==> config.mk <==
export PLATFORM = sky130hd
export DESIGN_NAME = row_repair_guard_key
export DESIGN_NICKNAME = d
export VERILOG_FILES = /design/src/row_repair_pkg.sv /design/src/fuse_row_store.sv /design/src/row_repair_guard_key.sv
export SDC_FILE = /design/constraint.sdc
export NUM_CORES = 1
export LEC_CHECK = 0
export BUFFER_PORTS_ARGS = -buffer_cell sky130_fd_sc_hd__buf_4
export CAP_MARGIN = 20
export CORE_MARGIN = 4
export CORE_UTILIZATION = 49
export CTS_CLUSTER_SIZE = 30
export DETAILED_ROUTE_END_ITERATION = 6
export PLACE_DENSITY = 0.83
export SYNTH_ARGS = -nofsm -noshare
export SYNTH_HDL_FRONTEND = slang
export SYNTH_SLANG_ARGS = --single-unit
==> constraint.sdc <==
create_clock -name pclk -period 6.8 [get_ports pclk]
set_input_delay 1.02 -clock pclk [delete_from_list [all_inputs] [get_ports pclk]]
set_output_delay 1.02 -clock pclk [all_outputs]
set_load 0.05 [all_outputs]
==> src/row_repair_pkg.sv <==
package row_repair_pkg;

  // ----------------------------------------------------------------
  // command stream
  // ----------------------------------------------------------------
  typedef enum logic [3:0] {
    OP_MODE_SET, OP_ROW_OPEN, OP_STORE, OP_STORE_AUTOCLOSE, OP_READ,
    OP_CLOSE, OP_REFRESH, OP_IMPEDANCE_CAL, OP_IDLE, OP_RESERVED
  } op_t;

  typedef struct packed {
    logic        valid;        // one decoded command this cycle
    op_t         op;
    logic [1:0]  group_select;
    logic [1:0]  group_member_sel;
    logic [17:0] addr;
  } cmd_t;

  // ----------------------------------------------------------------
  // mode register and guard key constants
  // ----------------------------------------------------------------
  localparam logic [2:0]      MODE_REGISTER_ZERO = 3'h0;
  localparam logic [2:0]      MODE_REGISTER_FOUR = 3'h4;
  localparam int              HARD_ENABLE_BIT    = 13;
  localparam int              SOFT_ENABLE_BIT    = 5;
  localparam logic [6:0]      KEY_LOW_ONES       = 7'h7f;
  localparam logic [3:0][4:0] KEY_A11_7          = {5'h07, 5'h17, 5'h0f, 5'h19};
  localparam logic [1:0]      KEY_LAST_STEP      = 2'h3;
  localparam int              GROUP_COUNT        = 2;
  localparam int              ROW_WIDTH          = 18;

  // ----------------------------------------------------------------
  // apb register map
  // ----------------------------------------------------------------
  localparam logic [7:0]  CTRL_OFFSET     = 8'h00;
  localparam logic [7:0]  STATUS_OFFSET   = 8'h04;
  localparam logic [7:0]  FUSE_ROW_OFFSET = 8'h08;
  localparam logic [7:0]  SOFT_ROW_OFFSET = 8'h0c;
  localparam logic [7:0]  ABORTS_OFFSET   = 8'h10;
  localparam int          CTRL_ALLOW_BIT  = 0;
  localparam int          CTRL_RSEL_BIT   = 1;
  localparam logic [1:0]  CTRL_RESET      = 2'h0;
  localparam logic [7:0]  ABORTS_RESET    = 8'h00;

endpackage : row_repair_pkg

==> src/fuse_row_store.sv <==
`timescale 1ns/10ps
`default_nettype none
// ------------------------------------------------------------------
// repaired row memory, one word per bank group, registered read
// ------------------------------------------------------------------
module fuse_row_store
  import row_repair_pkg::*;
(
  input  wire logic                 pclk,
  input  wire logic                 presetn,
  input  wire logic                 we,
  input  wire logic                 waddr,
  input  wire logic [ROW_WIDTH-1:0] wdata,
  input  wire logic                 raddr,
  output logic      [ROW_WIDTH-1:0] rdata
);

  logic [ROW_WIDTH-1:0] mem [GROUP_COUNT];

  // array has no reset: it stands for nonvolatile fuse contents
  always_ff @(posedge pclk)
  begin
    if (we)
      mem[waddr] <= wdata;
  end

  // read data from a register, one cycle behind raddr
  always_ff @(posedge pclk or negedge presetn)
  begin
    if (!presetn)
      rdata <= '0;
    else
      rdata <= mem[raddr];
  end

endmodule : fuse_row_store
`default_nettype wire

==> src/row_repair_guard_key.sv <==
// The register offsets and register access over APB were decided locally.
`timescale 1ns/10ps
`default_nettype none
module row_repair_guard_key
  import row_repair_pkg::*;
(
  input  wire logic        pclk,
  input  wire logic        presetn,
  input  wire logic        psel,
  input  wire logic        penable,
  input  wire logic        pwrite,
  input  wire logic [7:0]  paddr,
  input  wire logic [31:0] pwdata,
  output logic             pready,
  output logic [31:0]      prdata,
  output logic             pslverr,
  input  wire cmd_t        cmd_in,
  input  wire logic        fuse_factory_clear,
  output logic             repair_claim,
  output logic             fuse_program,
  output logic             hard_armed,
  output logic             soft_armed,
  output logic [7:0]       refresh_exclude,
  output logic             retention_lost
);

  // ----------------------------------------------------------------
  // declarations
  // ----------------------------------------------------------------
  typedef enum logic [2:0] {ST_IDLE, ST_KEY, ST_HARD, ST_SOFT, ST_DONE} state_t;

  state_t                     state;
  state_t                     next_state;
  logic   [1:0]               key_step;
  logic   [1:0]               next_key_step;
  logic                       key_for_hard;
  logic                       mr4_hard;
  logic                       mr4_soft;
  logic                       hard_block;
  logic                       soft_block;
  logic   [GROUP_COUNT-1:0]   fused;
  logic                       target_valid;
  logic   [1:0]               target_bg;
  logic   [1:0]               target_ba;
  logic   [ROW_WIDTH-1:0]     target_row;
  logic   [ROW_WIDTH-1:0]     soft_row;
  logic                       soft_row_valid;
  logic   [1:0]               ctrl;
  logic   [7:0]               aborts;
  logic   [ROW_WIDTH-1:0]     fuse_rdata;

  // ----------------------------------------------------------------
  // command decode
  // ----------------------------------------------------------------
  function automatic logic is_mode_set(input cmd_t c, input logic [2:0] idx);
    is_mode_set = c.valid && (c.op == OP_MODE_SET) && ({c.group_select[0], c.group_member_sel} == idx);
  endfunction : is_mode_set

  wire mr4_write   = is_mode_set(cmd_in, MODE_REGISTER_FOUR);
  wire mr0_write   = is_mode_set(cmd_in, MODE_REGISTER_ZERO);
  wire new_hard    = cmd_in.addr[HARD_ENABLE_BIT];
  wire new_soft    = cmd_in.addr[SOFT_ENABLE_BIT];
  // group one bit is ignored on this x16 part
  wire key_hit     = mr0_write && (cmd_in.group_select[0] == 1'b0) && (cmd_in.group_member_sel == 2'h0)
                     && (cmd_in.addr[11:7] == KEY_A11_7[key_step])
                     && (cmd_in.addr[6:0] == KEY_LOW_ONES);
  wire key_miss    = (state == ST_KEY) && cmd_in.valid && !key_hit;
  wire allow       = ctrl[CTRL_ALLOW_BIT];
  wire hard_entry  = mr4_write && new_hard && !mr4_hard && !hard_block && allow;
  wire soft_entry  = mr4_write && new_soft && !mr4_soft && !soft_block && allow && !hard_entry;
  wire is_row_open = cmd_in.valid && (cmd_in.op == OP_ROW_OPEN);
  wire is_store    = cmd_in.valid && ((cmd_in.op == OP_STORE) || (cmd_in.op == OP_STORE_AUTOCLOSE));
  wire autoclose   = cmd_in.op == OP_STORE_AUTOCLOSE;
  // one fuse per bank group; a second repair in the group is dropped
  wire fuse_we     = (state == ST_HARD) && is_store && target_valid && !fused[target_bg[0]];
  wire mode_off    = mr4_write && (state != ST_KEY)
                     && ((key_for_hard && !new_hard) || (!key_for_hard && !new_soft));

  // repair only claims row opens and stores while armed; otherwise they run normally
  assign repair_claim = ((state == ST_HARD) || (state == ST_SOFT)) && (is_row_open || is_store);
  assign hard_armed   = state == ST_HARD;
  assign soft_armed   = state == ST_SOFT;

  // ----------------------------------------------------------------
  // guard key sequencer
  // ----------------------------------------------------------------
  always_comb
  begin
    next_state    = state;
    next_key_step = key_step;
    unique case (state)
      ST_IDLE:
        if (hard_entry || soft_entry)
        begin
          next_state    = ST_KEY;
          next_key_step = '0;
        end
      ST_KEY:
        if (key_miss)
          next_state = ST_IDLE;
        else if (key_hit && (key_step == KEY_LAST_STEP))
          next_state = key_for_hard ? ST_HARD : ST_SOFT;
        else if (key_hit)
          next_key_step = key_step + 2'h1;
      ST_HARD:
        if (mode_off)
          next_state = ST_IDLE;
        else if (fuse_we)
          next_state = ST_DONE;
      ST_SOFT:
        if (mode_off)
          next_state = ST_IDLE;
        else if (is_row_open)
          next_state = ST_DONE;
      ST_DONE:
        if (mode_off)
          next_state = ST_IDLE;
      default:
        next_state = ST_IDLE;
    endcase
  end

  // sequencer state and which repair the key belongs to
  always_ff @(posedge pclk or negedge presetn)
  begin
    if (!presetn)
    begin
      state        <= ST_IDLE;
      key_step     <= '0;
      key_for_hard <= 1'b0;
    end
    else
    begin
      state    <= next_state;
      key_step <= next_key_step;
      if (state == ST_IDLE && (hard_entry || soft_entry))
        key_for_hard <= hard_entry;
    end
  end

  // mode register four shadow; a broken key locks that mode until its bit is written 0
  // abort set wins over a clearing write in the same cycle
  always_ff @(posedge pclk or negedge presetn)
  begin
    if (!presetn)
    begin
      mr4_hard   <= 1'b0;
      mr4_soft   <= 1'b0;
      hard_block <= 1'b0;
      soft_block <= 1'b0;
    end
    else
    begin
      if (mr4_write)
      begin
        mr4_hard <= new_hard;
        mr4_soft <= new_soft;
      end
      if (key_miss && key_for_hard)
        hard_block <= 1'b1;
      else if (mr4_write && !new_hard)
        hard_block <= 1'b0;
      if (key_miss && !key_for_hard)
        soft_block <= 1'b1;
      else if (mr4_write && !new_soft)
        soft_block <= 1'b0;
    end
  end

  // ----------------------------------------------------------------
  // repair targets and fuse programming
  // ----------------------------------------------------------------
  always_ff @(posedge pclk or negedge presetn)
  begin
    if (!presetn)
    begin
      target_valid    <= 1'b0;
      target_bg       <= '0;
      target_ba       <= '0;
      target_row      <= '0;
      soft_row        <= '0;
      soft_row_valid  <= 1'b0;
      fuse_program    <= 1'b0;
      refresh_exclude <= '0;
      retention_lost  <= 1'b0;
    end
    else
    begin
      fuse_program <= fuse_we;
      if (state == ST_HARD && is_row_open)
      begin
        target_valid <= 1'b1;
        target_bg    <= cmd_in.group_select;
        target_ba    <= cmd_in.group_member_sel;
        target_row   <= cmd_in.addr;
      end
      else if (state == ST_IDLE)
        target_valid <= 1'b0;
      if (state == ST_SOFT && is_row_open)
      begin
        soft_row       <= cmd_in.addr;
        soft_row_valid <= 1'b1;
      end
      // both banks sharing member bit 1 stay out of refresh
      if (fuse_we && autoclose)
        refresh_exclude <= 8'h03 << {target_bg[0], target_ba[1], 1'b0};
      else if (state == ST_IDLE)
        refresh_exclude <= '0;
      if (fuse_we && !autoclose)
        retention_lost <= 1'b1;
      else if (state == ST_IDLE)
        retention_lost <= 1'b0;
    end
  end

  // fuse marks have no reset: a programmed group stays programmed until a factory clear
  // a programming store wins over a factory clear in the same cycle
  always_ff @(posedge pclk)
  begin
    if (fuse_we)
      fused[target_bg[0]] <= 1'b1;
    else if (fuse_factory_clear)
      fused <= '0;
  end

  fuse_row_store u_store (
    .pclk    (pclk),
    .presetn (presetn),
    .we      (fuse_we),
    .waddr   (target_bg[0]),
    .wdata   (target_row),
    .raddr   (ctrl[CTRL_RSEL_BIT]),
    .rdata   (fuse_rdata)
  );

  // ----------------------------------------------------------------
  // apb slave: zero wait, read data captured in the setup cycle
  // ----------------------------------------------------------------
  wire apb_wr   = psel && penable && pwrite;
  wire hit_ctrl = paddr == CTRL_OFFSET;
  wire mapped   = hit_ctrl || (paddr == STATUS_OFFSET) || (paddr == FUSE_ROW_OFFSET)
                  || (paddr == SOFT_ROW_OFFSET) || (paddr == ABORTS_OFFSET);
  wire [31:0] status_word = {21'h000000, soft_row_valid, key_step, fused, retention_lost,
                             soft_block, hard_block, 1'b0, soft_armed, hard_armed};
  wire [31:0] rd_mux = hit_ctrl                     ? {30'h00000000, ctrl} :
                       (paddr == STATUS_OFFSET)     ? status_word :
                       (paddr == FUSE_ROW_OFFSET)   ? {14'h0000, fuse_rdata} :
                       (paddr == SOFT_ROW_OFFSET)   ? {14'h0000, soft_row} :
                       (paddr == ABORTS_OFFSET)     ? {24'h000000, aborts} : 32'h00000000;

  assign pready  = 1'b1;
  assign pslverr = psel && penable && !mapped;

  // control, abort counter and read capture
  always_ff @(posedge pclk or negedge presetn)
  begin
    if (!presetn)
    begin
      ctrl   <= CTRL_RESET;
      aborts <= ABORTS_RESET;
      prdata <= '0;
    end
    else
    begin
      if (apb_wr && hit_ctrl)
        ctrl <= pwdata[1:0];
      if (key_miss && aborts != 8'hff)
        aborts <= aborts + 8'h01;
      if (psel && !penable && !pwrite)
        prdata <= rd_mux;
    end
  end

  // ----------------------------------------------------------------
  // checks
  // ----------------------------------------------------------------
  AST_KEY_ABORT: assert property (@(posedge pclk) disable iff (!presetn)
    key_miss |=> (state == ST_IDLE) && !hard_armed && !soft_armed)
    else $error("broken guard key did not return to idle");
  AST_KEY_STEP: assert property (@(posedge pclk) disable iff (!presetn)
    (state == ST_KEY) && key_hit && (key_step != KEY_LAST_STEP) |=> (key_step == $past(key_step) + 2'h1))
    else $error("key step did not advance by one");
  AST_ONE_PER_GROUP: assert property (@(posedge pclk) disable iff (!presetn)
    fuse_program |-> $past(fused[target_bg[0]]) == 1'b0 ##0 fused[target_bg[0]])
    else $error("second fuse in one bank group");
  AST_FUSE_STICKY: assert property (@(posedge pclk) disable iff (!presetn)
    !fuse_factory_clear ##1 1'b1 |-> ((fused & $past(fused)) == $past(fused)))
    else $error("programmed fuse returned to blank");
  AST_EXCLUDE: assert property (@(posedge pclk) disable iff (!presetn)
    fuse_we && autoclose |=> ($countones(refresh_exclude) == 2) && !retention_lost)
    else $error("refresh exclusion not two banks");
  AST_RET_LOST: assert property (@(posedge pclk) disable iff (!presetn)
    fuse_we && !autoclose |=> retention_lost && (refresh_exclude == 8'h00))
    else $error("plain store sequence did not flag retention loss");
  AST_SHARED_KEY: assert property (@(posedge pclk) disable iff (!presetn)
    (state == ST_KEY) && key_hit && (key_step == KEY_LAST_STEP) |=> (hard_armed != soft_armed)
    ##0 (hard_armed == $past(key_for_hard)))
    else $error("completed key armed the wrong mode");
  AST_NORMAL_CMDS: assert property (@(posedge pclk) disable iff (!presetn)
    (state == ST_IDLE) || (state == ST_KEY) |-> !repair_claim)
    else $error("repair claimed a command while not armed");
  AST_FIRST_KEY: assert property (@(posedge pclk) disable iff (!presetn)
    (state == ST_KEY) && (key_step == 2'h1) && ($past(key_step) == 2'h0) |->
    ($past(cmd_in.addr[11:7]) == 5'h19) && ($past(cmd_in.addr[6:0]) == 7'h7f))
    else $error("first key advanced on wrong pattern");
  AST_LAST_KEY: assert property (@(posedge pclk) disable iff (!presetn)
    $rose(hard_armed || soft_armed) |-> $past(key_step) == 2'h3 ##0 $past(cmd_in.addr[11:7]) == 5'h07)
    else $error("repair armed without fourth key");

endmodule : row_repair_guard_key
`default_nettype wire

==> results by stage, run 1 <==
STA:
- The transition time at the pin with the least slew margin is a little over 1 ns.
- The post-route setup TNS is 0 ns.
- Setup violations remaining at the end of the flow were counted as 0.
- The count of pins over their slew limit is 0.
- In the finished design, the share of the clock period the worst path needs comes to 0.5367.
- The time the worst path needs with I/O delays and setup is about 3.6 ns.
- Across the routed clock network, the largest skew measured is slightly below 0.008 ns.
- The total count of hold-check failures in the final report was 0.
- The worst-case hold slack is around 0.47 ns.
- Setup repair after global routing left no endpoint under its margin.
- The highest clock rate is ~270 MHz.
- The tightest slew margin relative to the limit is 0.3174.

Cells and area:
- Compared with the post-synthesis result, the final layout area differs by 20.33%.
- In the final layout, the multi-input gates occupy approximately 2300 um^2.
- The area of all sequential standard cells is 3694 um^2.
- The final cell count without fillers is between 700 and 800.
- The repair_antennas step left the layout with diodes totalling 0.
- The final layout net count is 645.
- In the final layout, the share of cells above drive strength 1 is 0.3155.
- The layout has ~960 filler cells.

Yosys:
- Of all cell types, the one taking the most synthesized area is sky130_fd_sc_hd__dfrtp_1.
- The number of instances in the synthesized netlist is between 400 and 500.
- Counting flops and latches in the post-synthesis netlist gives 140.
- The area of the mapped netlist is ~6200 um^2.
- The share of flip-flops with an asynchronous set or reset is 0.7286.
- The number of warnings printed during yosys synthesis is 0.
- The area fraction in compound gates after synthesis was 0.08332.
- Of the total synthesized cell area, the portion taken by XOR and XNOR cells is 0.01277.
- The area fraction in and, or, nand and nor cells after synthesis is 0.1214.
- After synthesis, the share of cell area in mux cells is 0.1279.
- The number of distinct library cells after synthesis is 54.
- The number of flops mapped to enable cells by yosys is 38.
- In the post-synthesis netlist, the biggest area contributors are sky130_fd_sc_hd__dfrtp_1 (41%), sky130_fd_sc_hd__edfxtp_1 (18%), sky130_fd_sc_hd__mux2_2 (11%), sky130_fd_sc_hd__o21ai_0 (3.3%), sky130_fd_sc_hd__nand2_1 (2.9%).
- The post-synthesis area per instance is about 12 um^2.
- The sequential-to-total area share from yosys stat is 0.5984.
- The main combinational cell family by area after synthesis is multiplexers.
- The top cell type's share of synthesized area is 0.4135.
- The arithmetic-cell share of the synthesized area counting full adders, half adders and majority gates is 0.01014.
- The most used flip-flop cell after synthesis is sky130_fd_sc_hd__dfrtp_1.

Power and ir drop:
- The static power due to leakage is 3.443 nW.
- The analysis attributes to net switching a power of roughly 500 uW.
- The part of the total power dissipated in combinational logic is 0.092.
- The switching part of the total power is 0.2427.
- The internal power contribution is 1.556 mW.
- The register share of total power is 0.451.
- Dividing total power by cell area gives a power density of about 280 nW/um^2.
- The highest ir drop seen on vdd is slightly above 200 uV.
- The share of total power dissipated in the clock network is 0.457.

Placement:
- The congestion estimate from routability-driven global placement came to 0.8986.
- Summed over all nets, the half-perimeter wirelength after detailed placement is roughly 9600 um.
- The number of placed instances, taps included, is 714.
- The number of buffers inserted by port buffering is 73.

Status:
- The run finished with clean final reports.

Detailed routing:
- The average vias per placed instance is 5.576.
- The detail route stage leaves a number of antenna-violating nets equal to 0.
- After detailed routing, the total wire length is approximately 14000 um.
- After detailed routing, the number of remaining DRC violations is 0.
- The final routed wire length divided by cell count is ~19 um.
- The number of DRC markers after the initial detailed-route iteration is 344.
- The iteration count of the initial detailed-routing pass is 5.
- The detailed router placed around 4200 vias in this run.

CTS:
- Clock-pin slew was measured on the worst setup and hold paths at about 0.060 ns.
- TritonCTS built the clock tree.
- Clock tree synthesis selected as its root buffer the cell sky130_fd_sc_hd__clkbuf_16.
- At the later pin of the worst-skew pair, clock insertion delay measures between 0.4 and 0.5 ns.
- In this run the number of H-tree levels came out at 4.
- The number of hold-repair buffers added at the cts stage is 0.
- The number of clock buffers added by TritonCTS is 17.
- The post-CTS repair timing setup buffer count is 0.
- For this design, the sink count on the clock tree is between 100 and 150.
- The number of gates resized after CTS was 0.
- The deepest clock path buffer count is 2.

Floorplan:
- The core area is 12160 um^2.
- The die is approximately 120 um wide.
- The number of core rows is 40.
- The floorplan step defined a die boundary enclosing between 10000 and 15000 um^2.
- For this configuration, the core starts out at a cell density of 0.5075.
- The vertical die dimension is around 120 um.
- The number of top-level design ports is 120.

Critical path:
- The nature of the critical path startpoint is a primary input.
- The maximum fanout count along the critical path is 8.
- The setup path with the least slack is of type in -> out.
- STA puts the critical path data arrival time at ~2.6 ns.
- The worst setup path is captured at an output port.
- The worst register-to-register path begins at state[2].
- The most critical setup path has its startpoint at paddr[5].
- The required time of the critical path is 5.78 ns.

Global routing:
- The initial antenna violation count came to 0.
- The number of global-route vias before repair is 4412.
- In the global route stage, overall resource usage came out at 0.2067.
- The first-pass GRT wire length is about 23000 um.
- Global routing finished with a remaining overflow of 0.
- The pin count of the biggest net entering global routing is 80.

Worst hold path:
- The hold path startpoint is target_row[9].
- The tightest min-delay check is of the reg -> reg type.

Flow run:
- The max-capacitance violation count is 0.
-- registers in the layout (all words and copies together), names as in the netlist, 2 cells and up --
name,count
target_row,18
aborts,8
refresh_exclude,4
soft_row,18
prdata,18
ctrl,2
u_store.rdata,18
u_store.mem,36
state,3
fused,2
key_step,2
-- stage by stage --
step / total power, mW / cell area (um^2) / util / setup WS [ns]
finish: 2.054 / 7427 / 0.6107 / 3.151
global route: 2.129 / 7427 / 0.6107 / 3.061
CTS: 2.064 / 7372 / 0.6062 / 3.170
detailed placement: 1.127 / 6770 / 0.5567 / 3.170
global placement: 1.115 / 6770 / 0.5567 / 3.191
floorplan: 1.059 / 6221 / - / 3.251
-- layer usage --
| metal | vias up | global-route usage | share of wire |
|---|---|---|---|
| li1 | 1901 | - | - |
| met5 | - | 0 | 0 |
| met4 | 0 | 0.07365 | 0.015 |
| met2 | 146 | 0.3537 | 0.52 |
| met3 | 22 | 0.05472 | 0.066 |
| met1 | 2102 | 0.2537 | 0.40 |
-- logic make-up (layout without fill, tap and decap cells) --
group                    count (synthesis)  count (layout)
flip-flops                             140             140
buffers and inverters                   50             122
other                                    2              15
AND/OR/NAND/NOR                        135             135
multiplexers                            71              71
AO/OA/AOI/OAI                           83              83
adder cells (fa/ha/maj)                  5               5
XOR/XNOR                                 9               9
-- worst max-delay path, stage by stage --
cell	delay, ns
sky130_fd_sc_hd__buf_4	0.11
sky130_fd_sc_hd__or4_4	0.58
sky130_fd_sc_hd__nor2_1	0.46
sky130_fd_sc_hd__a21oi_1	0.21
sky130_fd_sc_hd__buf_4	0.24
-- layout by cell type (no fill, tap or decap), types with 4 or more instances in the layout --
cell type,count
sky130_fd_sc_hd__o21ai_0,41
sky130_fd_sc_hd__or2_2,4
sky130_fd_sc_hd__nand2b_1,6
sky130_fd_sc_hd__edfxtp_1,38
sky130_fd_sc_hd__nor2_1,18
sky130_fd_sc_hd__xor2_1,8
sky130_fd_sc_hd__inv_1,12
sky130_fd_sc_hd__dfrtp_1,102
sky130_fd_sc_hd__a21oi_1,11
sky130_fd_sc_hd__conb_1,15
sky130_fd_sc_hd__nand3_1,12
sky130_fd_sc_hd__nor3_1,4
sky130_fd_sc_hd__mux2_2,63
sky130_fd_sc_hd__mux2i_1,8
sky130_fd_sc_hd__nand2_1,47
sky130_fd_sc_hd__clkbuf_1,4
sky130_fd_sc_hd__buf_4,76
sky130_fd_sc_hd__and3_1,4
sky130_fd_sc_hd__o31ai_1,5
sky130_fd_sc_hd__nor2b_1,6
sky130_fd_sc_hd__nand4_1,7
sky130_fd_sc_hd__clkbuf_16,17
sky130_fd_sc_hd__a22oi_1,9
sky130_fd_sc_hd__ha_1,5
-- synthesized netlist by cell type (4+ instances only) --
library cell	count
sky130_fd_sc_hd__nor2b_1	6
sky130_fd_sc_hd__buf_2	8
sky130_fd_sc_hd__o21ai_0	41
sky130_fd_sc_hd__nor2_1	18
sky130_fd_sc_hd__clkbuf_1	8
sky130_fd_sc_hd__nand2b_1	6
sky130_fd_sc_hd__edfxtp_1	38
sky130_fd_sc_hd__and3_1	4
sky130_fd_sc_hd__mux2i_1	8
sky130_fd_sc_hd__nand2_1	47
sky130_fd_sc_hd__inv_1	12
sky130_fd_sc_hd__nand3_1	12
sky130_fd_sc_hd__mux2_2	63
sky130_fd_sc_hd__nand4_1	7
sky130_fd_sc_hd__nor3_1	4
sky130_fd_sc_hd__a22oi_1	9
sky130_fd_sc_hd__or2_2	4
sky130_fd_sc_hd__buf_4	21
sky130_fd_sc_hd__o31ai_1	5
sky130_fd_sc_hd__xor2_1	8
sky130_fd_sc_hd__dfrtp_1	102
sky130_fd_sc_hd__ha_1	5
sky130_fd_sc_hd__a21oi_1	11
-- layout make-up --
type                       instances  share of cell area
sequential                       140              0.4973
multi-input combinational        318              0.3031
timing repair buffer              78             0.08423
clock buffer                      23             0.06301
tap                              168             0.02830
clock inverter                     9             0.01803
inverter                          12            0.006065
-- worst paths after layout --
kind / endpoint / slack [ns] / depth (start not counted)
max in group asynchronous: prdata[2] / 5.44 / 3
worst min register to register: u_store.mem[1][9] / 0.47 / 0
worst max-delay path: pslverr / 3.15 / 5
worst min-delay path: u_store.mem[1][9] / 0.47 / 0
min in group asynchronous: soft_row[11] / 0.49 / 1
worst max register to register: u_store.mem[1][16] / 4.17 / 5
-- power groups by stage --
stage               Sequential [mW]  Clock (mW)  Combinational, mW
floorplan                     0.925           0              0.133
global placement              0.937           0              0.178
detailed placement            0.941           0              0.186
CTS                           0.926       0.950              0.188
global route                  0.930       0.988              0.211
finish                        0.926       0.940              0.189
(Power assumes the default switching activity.)
==> inputs of run 2 (changes only) <==
- clock period: 6.8 -> 3.67 ns (I/O delays scaled with it)
==> results by stage, run 2 (same netlist as run 1, synthesis figures left out) <==
Detailed routing:
- The total length of routed wires is 13980 um (-2.4%).
- The final routed wire length divided by cell count was 18.66 um (-2.5%).
- The remaining routing DRC violations is 0 (unchanged).
- The number of DRC markers after the initial detailed-route iteration was 326 (-5.2%).
- The iteration count of the initial detailed-routing pass was 5 (unchanged).
- The average vias per placed instance is 5.549 (-0.49%).
- The number of nets with antenna violations after routing is 0 (unchanged).
- The via count of the routed design is 4156 (-0.36%).

Global routing:
- The global-route usage over all layers is 0.2022 (-0.004482).
- The number of global-route vias before repair came to 4363 (-1.1%).
- The pin count of the biggest net entering global routing is 61 (-24%).
- The first-pass GRT wire length is 22510 um (-1.2%).
- The initial antenna violation count is 0 (unchanged).
- The sum of overflow across all layers after global routing is 0 (unchanged).

Placement:
- The detailed-placement wirelength estimate came to 9649 um (+0.51%).
- The post-place instance area is 6793 um^2 (+0.33%).
- The cell total after placement is 717 (+0.42%).
- The placer's final routability congestion estimate came to 0.9174 (+2.1%).
- The number of buffers inserted by port buffering is 73 (unchanged).

Critical path:
- The worst register-to-register path begins at key_step[1].
- The required time of the critical path is 3.12 ns (-2.66 ns).
- STA classifies the critical path endpoint as an output port.
- The kind of critical path is in -> out.
- The worst setup path is launched from a primary input.
- The maximum fanout count along the critical path was 8 (unchanged).
- The signal arrival time at the worst endpoint came to 2.15 ns (-0.48 ns).
- The worst setup path startpoint is paddr[5].

CTS:
- The number of hold-repair buffers added at the cts stage came to 0 (unchanged).
- The number of H-tree levels was 4 (unchanged).
- The number of cells upsized or downsized after cts was 0 (unchanged).
- The deepest clock path buffer count is 2 (unchanged).
- The clock-pin slew on the worst setup and hold paths is 0.05 ns (about the same).
- The clock tree from TritonCTS is built.
- The post-CTS repair timing setup buffer count is 0 (unchanged).
- The clock sink count is 140 (unchanged).
- The tree is rooted in a sky130_fd_sc_hd__clkbuf_16.
- The number of buffers added by the clock tree synthesis step was 17 (unchanged).
- The clock latency of the later-clocked register in the worst-skew pair is 0.42 ns (about the same).

Floorplan:
- The x dimension of the die was 120.2 um (unchanged).
- The number of top-level design ports was 120 (unchanged).
- The core area is 12160 um^2 (unchanged).
- The number of core rows is 40 (unchanged).
- The vertical die dimension is 120.2 um (unchanged).
- The die footprint was 14460 um^2 (unchanged).
- The effective utilization at floorplan is 0.5075 (unchanged).

STA:
- The total count of hold-check failures in the final report is 0 (unchanged).
- The count of pins over their slew limit is 0 (unchanged).
- In the finished design, the share of the clock period the worst path needs comes to 0.7370.
- The transition time at the pin with the least slew margin is 0.9559 ns (-0.06811 ns).
- The time the worst path needs with I/O delays and setup is roughly 2.7 ns.
- Setup repair after global routing left no endpoint under its margin.
- The number of setup violations in the final report is 0 (unchanged).
- The post-route setup TNS is 0 ns (unchanged).
- Based on the critical path, the design can be clocked at up to about 370 MHz.
- The final clock skew came to 0.007120 ns (-0.0006206 ns).
- The tightest slew margin relative to the limit was 0.3628 (+0.04540).

Cells and area:
- The most common library cell in the layout ignoring fill and taps is sky130_fd_sc_hd__dfrtp_1.
- The final cell count without fillers is 749 (+0.13%).
- The utilization after layout was 0.6066 (-0.004116).
- The post-route cell area was 7377 um^2 (-0.67%).
- The flip-flop count of the largest register after layout is 36 (unchanged).
- The number of inserted diodes is 0 (unchanged).
- The fraction of layout instances using a drive strength above 1 is 0.3201 (+0.004620).
- In the layout the commonest cells are sky130_fd_sc_hd__dfrtp_1 (102), sky130_fd_sc_hd__buf_4 (79), sky130_fd_sc_hd__mux2_2 (63), sky130_fd_sc_hd__nand2_1 (47), sky130_fd_sc_hd__o21ai_0 (41).
- The top register by number of flip-flops is u_store.mem.
- The final layout net count is 646 (+0.16%).
- The area growth from synthesis to layout is 19.52%.

Flow run:
- The max-capacitance violation count is 0 (unchanged).

Power and ir drop:
- The highest ir drop seen on vdd was 329.2 uV (+61%).
- The power density over the cells is 506.9 nW/um^2 (+83%).
- The static power due to leakage was 3.424 nW (-0.56%).

Status:
- The run finished with clean final reports.

Worst hold path:
- In this run the worst hold path is classified as in -> async.
-- run 2: critical path, cell delays in order --
cell and delay [ns]:
sky130_fd_sc_hd__buf_4 0.11, sky130_fd_sc_hd__or4_4 0.58, sky130_fd_sc_hd__nor2_1 0.47, sky130_fd_sc_hd__a21oi_1 0.20, sky130_fd_sc_hd__buf_4 0.24
-- run 2: final timing paths --
path	endpoint	slack [ns]	depth (start not counted)
min in group pclk	ctrl[1]	0.36	2
hold / removal	target_row[11]	0.21	1
setup reg to reg	aborts[1]	1.35	7
setup / recovery	pslverr	0.97	5
hold reg to reg	u_store.mem[0][4]	0.47	0
max in group asynchronous	aborts[7]	2.63	2
-- run 2: power by group --
part	internal [mW]	switching [mW]	total (mW)	leakage, nW
combinational	0.133	0.219	0.352	1.39
sequential	1.64	0.0718	1.71	1.76
clock	1.02	0.655	1.67	0.281
-- run 2: layout make-up --
type | count | area (um^2)
sequential | 140 | 3694
fill | 931 | 4785
clock buffer | 19 | 442.9
clock inverter | 13 | 141.4
timing repair buffer | 79 | 593.1
inverter | 12 | 45.04
multi-input combinational | 318 | 2251
tap | 168 | 210.2
-- run 2: routing by layer --
layer  global-route usage  wire (um)  vias to the layer above
li1                     -          -                     1898
met4              0.06586        217                        0
met1               0.2574       5922                     2082
met3              0.05472        830                       24
met5                    0          0                        -
met2               0.3379       7009                      152
-- run 2: per-stage QoR --
step	setup slack, ns	power, mW	hold WS [ns]
floorplan	1.060	1.962	0.2549
global placement	1.014	2.067	0.4420
detailed placement	0.9991	2.087	0.4511
CTS	0.9679	3.753	0.2329
global route	0.9280	3.865	0.2638
finish	0.9654	3.739	0.2077
